<file path="src/shared/tbm_pkg.sv">
// Behaviour
// Event mode counts pin edges, selectable polarity.
// Count down; underflow reloads, interrupts, continues.
// One underflow per n+1 edges.
// Runs while start flag 1, halts at 0.
// Event mode read returns live count.
// Write while halted loads reload and counter.
// Write while running loads reload only.
// Written reload enters counter at next underflow.
// Measure mode clock: div1, 2, 8, 32, sub32.
// Measure counts up, captures, restarts from zero.
// Measure mode interrupts at each effective edge.
// First edge after start raises no interrupt.
// Overflow interrupts and sets overflow flag.
// Mode write after next count clears overflow.
// Measure mode read returns reload contents.
// Measure read undefined before second edge.
// Measure mode ignores timer register writes.
// Period: same-polarity edges; width: all edges.
package tbm_pkg;
  localparam int TBM_W = 16;
  localparam logic [15:0] TBM_CNT_RST = 16'h0000;
  localparam logic [15:0] TBM_RLD_RST = 16'h0000;
  localparam logic [15:0] TBM_CNT_ZERO = 16'h0000;
  localparam logic [15:0] TBM_CNT_MAX = 16'hFFFF;
  localparam logic [4:0] TBM_PRE_RST = 5'h00;

  typedef enum logic [1:0] {
    TBM_MODE_TIMER = 2'b00,
    TBM_MODE_EVENT = 2'b01,
    TBM_MODE_MEASURE = 2'b10,
    TBM_MODE_RSVD = 2'b11
  } tbm_mode_t;

  typedef enum logic [1:0] {
    TBM_EDGE_FALL = 2'b00,
    TBM_EDGE_RISE = 2'b01,
    TBM_EDGE_BOTH = 2'b10,
    TBM_EDGE_RSVD = 2'b11
  } tbm_edge_t;

  typedef enum logic [2:0] {
    TBM_SRC_DIV1 = 3'b000,
    TBM_SRC_DIV2 = 3'b001,
    TBM_SRC_DIV8 = 3'b010,
    TBM_SRC_DIV32 = 3'b011,
    TBM_SRC_SUB32 = 3'b100
  } tbm_src_t;
endpackage

</file>
<file path="src/rtl/tbm_prescaler.sv">
`timescale 1ns/1ps
module tbm_prescaler
  import tbm_pkg::*;
(
  input wire logic core_clk_i,
  input wire logic rst_b_i,
  input wire logic sub_tick_i,
  input wire logic [2:0] src_sel_i,
  output logic tick_o
);
  logic [4:0] sys_div;
  logic [4:0] sub_div;

  always_ff @(posedge core_clk_i or negedge rst_b_i) begin
    if (!rst_b_i) begin
      sys_div <= TBM_PRE_RST;
    end else begin
      sys_div <= sys_div + 5'h01;
    end
  end

  always_ff @(posedge core_clk_i or negedge rst_b_i) begin
    if (!rst_b_i) begin
      sub_div <= TBM_PRE_RST;
    end else if (sub_tick_i) begin
      sub_div <= sub_div + 5'h01;
    end
  end

  // Each divided tap fires one core cycle when its lower divider bits all read one; div1 ticks every cycle.
  always_comb begin
    unique case (src_sel_i)
      TBM_SRC_DIV1: tick_o = 1'b1;
      TBM_SRC_DIV2: tick_o = sys_div[0];
      TBM_SRC_DIV8: tick_o = &sys_div[2:0];
      TBM_SRC_DIV32: tick_o = &sys_div;
      TBM_SRC_SUB32: tick_o = sub_tick_i & (&sub_div);
      default: tick_o = 1'b0;
    endcase
  end
endmodule

</file>
<file path="src/rtl/tbm_channel.sv">
`timescale 1ns/1ps
module tbm_channel
  import tbm_pkg::*;
(
  input wire logic core_clk_i,
  input wire logic rst_b_i,
  input wire logic timer_b_input_pin_i,
  input wire logic subclk_tick_i,
  input wire logic start_i,
  input wire logic [1:0] mode_i,
  input wire logic [1:0] edge_sel_i,
  input wire logic width_meas_i,
  input wire logic [2:0] src_sel_i,
  input wire logic mode_wr_i,
  input wire logic timer_wr_i,
  input wire logic [15:0] timer_wdata_i,
  output logic [15:0] timer_rdata_o,
  output logic overflow_o,
  output logic irq_o
);
  logic pin_meta;
  logic pin_sync;
  logic pin_prev;
  logic rise;
  logic fall;
  logic ev_edge;
  logic meas_edge;
  logic is_event;
  logic is_meas;
  logic tick;
  logic [15:0] counter;
  logic [15:0] reload;
  logic seen_edge;
  logic ovf_armed;
  logic meas_edge_pend;

  // The pin is asynchronous to the core clock, so it is synchronised first.
  always_ff @(posedge core_clk_i or negedge rst_b_i) begin
    if (!rst_b_i) begin
      pin_meta <= 1'b0;
      pin_sync <= 1'b0;
      pin_prev <= 1'b0;
    end else begin
      pin_meta <= timer_b_input_pin_i;
      pin_sync <= pin_meta;
      pin_prev <= pin_sync;
    end
  end

  assign rise = pin_sync & ~pin_prev;
  assign fall = ~pin_sync & pin_prev;
  assign is_event = (mode_i == TBM_MODE_EVENT);
  assign is_meas = (mode_i == TBM_MODE_MEASURE);

  always_comb begin
    unique case (edge_sel_i)
      TBM_EDGE_FALL: ev_edge = fall;
      TBM_EDGE_RISE: ev_edge = rise;
      TBM_EDGE_BOTH: ev_edge = rise | fall;
      default: ev_edge = 1'b0;
    endcase
  end

  // Period uses one polarity picked by edge_sel bit 0; width takes every edge.
  assign meas_edge = width_meas_i ? (rise | fall) : (edge_sel_i[0] ? rise : fall);

  tbm_prescaler u_pre (
    .core_clk_i(core_clk_i),
    .rst_b_i(rst_b_i),
    .sub_tick_i(subclk_tick_i),
    .src_sel_i(src_sel_i),
    .tick_o(tick)
  );

  // A pulse edge is held until the selected count source ticks, so the
  // capture lines up with a count cycle even on slow sources.
  always_ff @(posedge core_clk_i or negedge rst_b_i) begin
    if (!rst_b_i) begin
      meas_edge_pend <= 1'b0;
    end else if (!(start_i && is_meas)) begin
      meas_edge_pend <= 1'b0;
    end else if (tick) begin
      meas_edge_pend <= 1'b0;
    end else if (meas_edge) begin
      meas_edge_pend <= 1'b1;
    end
  end

  logic cap;
  assign cap = start_i && is_meas && tick && (meas_edge || meas_edge_pend);

  always_ff @(posedge core_clk_i or negedge rst_b_i) begin
    if (!rst_b_i) begin
      counter <= TBM_CNT_RST;
    end else if (is_event) begin
      if (timer_wr_i && !start_i) begin
        counter <= timer_wdata_i;
      end else if (start_i && ev_edge) begin
        if (counter == TBM_CNT_ZERO) begin
          counter <= reload;
        end else begin
          counter <= counter - 16'h0001;
        end
      end
    end else if (is_meas && start_i && tick) begin
      if (cap) begin
        counter <= TBM_CNT_ZERO;
      end else begin
        counter <= counter + 16'h0001;
      end
    end
  end

  always_ff @(posedge core_clk_i or negedge rst_b_i) begin
    if (!rst_b_i) begin
      reload <= TBM_RLD_RST;
    end else if (is_meas) begin
      if (cap) begin
        reload <= counter;
      end
    end else if (timer_wr_i) begin
      reload <= timer_wdata_i;
    end
  end

  // Marks that the first effective edge since start has passed.
  always_ff @(posedge core_clk_i or negedge rst_b_i) begin
    if (!rst_b_i) begin
      seen_edge <= 1'b0;
    end else if (!start_i) begin
      seen_edge <= 1'b0;
    end else if (cap) begin
      seen_edge <= 1'b1;
    end
  end

  logic ovf_evt;
  assign ovf_evt = is_meas && start_i && tick && !cap && (counter == TBM_CNT_MAX);

  // The overflow flag clears only on a mode write made after one more count
  // cycle; the set takes priority over a clear in the same cycle.
  always_ff @(posedge core_clk_i or negedge rst_b_i) begin
    if (!rst_b_i) begin
      overflow_o <= 1'b0;
    end else if (ovf_evt) begin
      overflow_o <= 1'b1;
    end else if (mode_wr_i && start_i && ovf_armed) begin
      overflow_o <= 1'b0;
    end
  end

  always_ff @(posedge core_clk_i or negedge rst_b_i) begin
    if (!rst_b_i) begin
      ovf_armed <= 1'b0;
    end else if (ovf_evt || !overflow_o) begin
      ovf_armed <= 1'b0;
    end else if (start_i && tick) begin
      ovf_armed <= 1'b1;
    end
  end

  always_ff @(posedge core_clk_i or negedge rst_b_i) begin
    if (!rst_b_i) begin
      irq_o <= 1'b0;
    end else begin
      irq_o <= (is_event && start_i && ev_edge && !(timer_wr_i && !start_i)
                && counter == TBM_CNT_ZERO)
               || (cap && seen_edge)
               || ovf_evt;
    end
  end

  // Measurement reads show the last result; it is only meaningful once two
  // edges have passed since start.
  always_ff @(posedge core_clk_i or negedge rst_b_i) begin
    if (!rst_b_i) begin
      timer_rdata_o <= TBM_CNT_RST;
    end else if (is_meas) begin
      timer_rdata_o <= reload;
    end else begin
      timer_rdata_o <= counter;
    end
  end
endmodule

</file>
<file path="config.mk">
export PLATFORM = sky130hd
export DESIGN_NAME = tbm_channel
export DESIGN_NICKNAME = d
export VERILOG_FILES = /design/src/shared/tbm_pkg.sv /design/src/rtl/tbm_prescaler.sv /design/src/rtl/tbm_channel.sv
export SDC_FILE = /design/constraint.sdc
export NUM_CORES = 1
export LEC_CHECK = 0
export ABC_AREA = 1
export BUFFER_PORTS_ARGS = -buffer_cell sky130_fd_sc_hd__buf_2
export CAP_MARGIN = 0
export CORE_UTILIZATION = 48
export CTS_CLUSTER_SIZE = 40
export DETAILED_ROUTE_END_ITERATION = 6
export PLACE_DENSITY = 0.71
export SLEW_MARGIN = 20
export SYNTH_ARGS = -nofsm -noshare
export SYNTH_HDL_FRONTEND = slang
export SYNTH_SLANG_ARGS = --single-unit
</file>
<file path="constraint.sdc">
create_clock -name core_clk_i -period 1.8 [get_ports core_clk_i]
set_clock_uncertainty 0.05 [all_clocks]
set_input_delay 0.18 -clock core_clk_i [delete_from_list [all_inputs] [get_ports core_clk_i]]
set_output_delay 0.18 -clock core_clk_i [all_outputs]
set_load 0.02 [all_outputs]
</file>
==> impl_metrics.yaml <==
critical_path:
  critPathMaxFanout: 4
  cpPeakStageDelay_ns: 0.36
  cp_slowest_cell: "dfrtp_1"
  crit_type: "flip-flop to flip-flop"
  cp_top_family: "simple AND/OR/NAND/NOR gates"
  arrival_ns: 2.26
  path_cells: "ha_2 -> nand2_1 -> nor2_1 -> ha_2 -> inv_2 -> nand2_2 -> nand3_2 -> nand2_2 -> buf_6 -> nand3_4 -> nand2_4 -> nand2_8 -> buf_6 -> nor2_1 -> nand3_1 -> nand2_1 -> inv_1"
  cp-start-kind: "flip-flop"
  crit_buf_inv: 4
  crit_path_end_kind: "flip-flop"
  critical_path_required_ns: 2.00
die:
  initial_core_util_pct: 50.4
  die_y_um: 98.7
  ios: 49
  core-area_um2: 8890
  dieArea_um2: 9730
  die_w_um: 98.7
  num_rows: 34
sta:
  hold_violations: 0
  slew_headroom_pct: 64.7
  max_freq_ghz: 0.486
  setup_viol: 35
  rsz0062_at_grt: "yes"
  setup_tns_ns: -6.71
  fin_ws_ns: -0.258
  period_needed_ns: 2.06
  worstMarginPinSlew_ns: 0.529
  slew_violations: 0
  finalCritPeriodShare_pct: 114
cts:
  clkSinkCount: 66
  htreeDepth: 3
  cts_tree: "built"
  clkLatencyLatePin_ns: 0.35
  clock_path_buffers: 2
  numCtsBuffers: 9
  clkTransAtPathRegs_ns: 0.07
  cts-root-buf: "clkbuf_8"
global_route:
  grt_pass1_vias: 4067
  top_usage_layer: "met2"
  grt_use_met1_pct: 32.0
  antenna_found_initial: 0
  met3_usage_pct: 3.76
  grt_usage_pct: 24.7
  grt_pass1_wl_um: 18900
  grt_remaining_overflow: 0
  grt_start_max_net_pins: 67
  grtUsageMet2_pct: 42.3
yosys:
  ys_types: 39
  seq_area_frac_synth_pct: 36.8
  async_reset_ff_share_pct: 100
  synth.avg_cell_area_um2: 7.07
  synth_ff_type: "dfrtp_1"
  synth_edf_count: 0
  syn_area_um2: 4480
  ys_warn_count: 0
  syn_inst: 634
  syn_nets: 675
  ys_ff_latch: 66
detailed_routing:
  vias_per_cell: 5.07
  antenna_left: 0
  wl_per_cell_um: 14.2
  drt_wl_total_um: 11900
  drc_errors: 0
  vias: 4271
  drt_first_pass_iters: 5
  drt_iter0_markers: 205
final_layout:
  area_delta_synth_final_pct: 29.5
  fill_cells: 761
  drive_above_1_share_pct: 29.8
  layout.nets: 772
  stdcell_area_um2: 5810
  diodes: 0
placement:
  gp_congestion: 0.910
  dp.final_hpwl_um: 8180
  port_buffers: 48
  placed_area_um2: 5080
outcome:
  status: "finished, violations left"
  violations: "setup timing"
job:
  drv_cap: 0
power:
  irDropWorstVdd_uv: 813
  p_per_area_nw_per_um2: 1090
  p_leak_nw: 3.10
hold_path:
  hold_path_class: "input pin to flip-flop"
[Yosys cell counts (4+ instances only)]
| master | count | area (um2) |
|---|---|---|
| buf_4 | 10 | 75.1 |
| nand2_1 | 217 | 815 |
| nand2_4 | 4 | 45.0 |
| o21ai_0 | 52 | 260 |
| nor2_8 | 4 | 80.1 |
| nor2_1 | 54 | 203 |
| nor2_4 | 7 | 78.8 |
| o21ai_1 | 4 | 20.0 |
| buf_6 | 12 | 135 |
| ha_1 | 10 | 125 |
| dfrtp_1 | 66 | 1650 |
| xor2_1 | 14 | 123 |
| nand3_1 | 56 | 280 |
| inv_1 | 82 | 308 |
[worst reg2reg max path, delay by kind of cell, from the launching register on]
family                     cells  cell delay (ns)
and+or+nand+nor               11             0.87
adders and majority gates      2             0.38
DFF                            1             0.36
buffers and inverters          4             0.32
[state kept, by name, summed over array words and instances (netlist names), 5 cells and up]
register       count
counter           16
reload            16
timer_rdata_o     16
u_pre.sub_div      5
u_pre.sys_div      5
[timing repair]
| item | 4_1_cts | 5_1_grt |
|---|---|---|
| resized for setup | 54 | 40 |
| hold buffers | 2 | 0 |
| setup endpoints to repair | 34 | 36 |
| setup buffers | 5 | 2 |
| pin swaps | 12 | 16 |
| cloned | 1 | 3 |
| endpoints found under the hold margin | 67 | 0 |
[per-layer routing]
layer,part of all wire (%),wire [um]
met1,45,5410
met2,48,5720
met3,4.4,527
met4,2.3,271
met5,0,0
[power by group]
| group | internal [W] | leakage, nW | switching [W] |
|---|---|---|---|
| Sequential | 0.00183 | 0.809 | 0.000369 |
| Combinational | 0.00121 | 2.19 | 0.00161 |
| Clock | 0.000745 | 0.106 | 0.000573 |
| Total | 0.00379 | 3.10 | 0.00255 |
[cell type report]
class | instances | area, um2 | area share, %
clock buffer | 13 | 169 | 2.91
clock inverter | 2 | 35.0 | 0.603
inverter | 86 | 342 | 5.88
multi-input combinational | 452 | 2560 | 44.1
sequential | 66 | 1650 | 28.4
tap | 108 | 135 | 2.33
timing repair buffer | 116 | 916 | 15.8
[logic make-up after synthesis]
logic type                 after synthesis  share of synthesized area (%)
AOI/OAI and AO/OA                       70                           9.10
xor gates and xnor gates                15                           2.93
adders and majority gates               10                           2.79
buffers and inverters                  117                           12.8
DFF                                     66                           36.8
and+or+nand+nor                        356                           35.5
[placed cells by master (no fill, tap or decap), types with 4 or more instances in the layout]
master and count:
buf_12 6, buf_2 48, buf_4 50, buf_6 6, clkbuf_8 12, dfrtp_1 66
ha_1 6, inv_1 80, nand2_1 189, nand2_2 21, nand2_4 12, nand3_1 50
nand3_2 6, nor2_1 51, nor2_2 4, nor2_4 9, nor2_8 4, o21ai_0 40
o21ai_1 5, o21ai_2 13, xor2_1 14
[path summary, 6_finish.rpt]
check / depth (start not counted) / end / start / slack (ns)
max reg2reg: 17 / counter[15] / u_pre.sys_div[1] / -0.26
min reg2reg: 0 / pin_sync / pin_meta / 0.30
min: 4 / overflow_o / mode_wr_i / 0.06
max in group asynchronous: 3 / u_pre.sub_div[4] / rst_b_i / 1.05
min in group asynchronous: 3 / pin_prev / rst_b_i / 0.32
max: 17 / counter[15] / u_pre.sys_div[1] / -0.26
[per-stage QoR]
| stage | instances | total power [W] | hold WS (ns) | worst slack, ns | utilization [%] |
|---|---|---|---|---|---|
| after floorplan | 634 | 0.00399 | -0.166 | 0.00918 | - |
| after global placement | 815 | 0.00471 | 0.177 | -0.272 | 57.2 |
| after detailed placement | 815 | 0.00476 | 0.179 | -0.391 | 57.2 |
| after CTS | 838 | 0.00623 | 0.0510 | -0.224 | 62.6 |
| after global routing | 843 | 0.00679 | 0.0700 | -0.381 | 65.3 |
| final | 843 | 0.00634 | 0.0585 | -0.258 | 65.3 |
(Power assumes the default switching activity.)
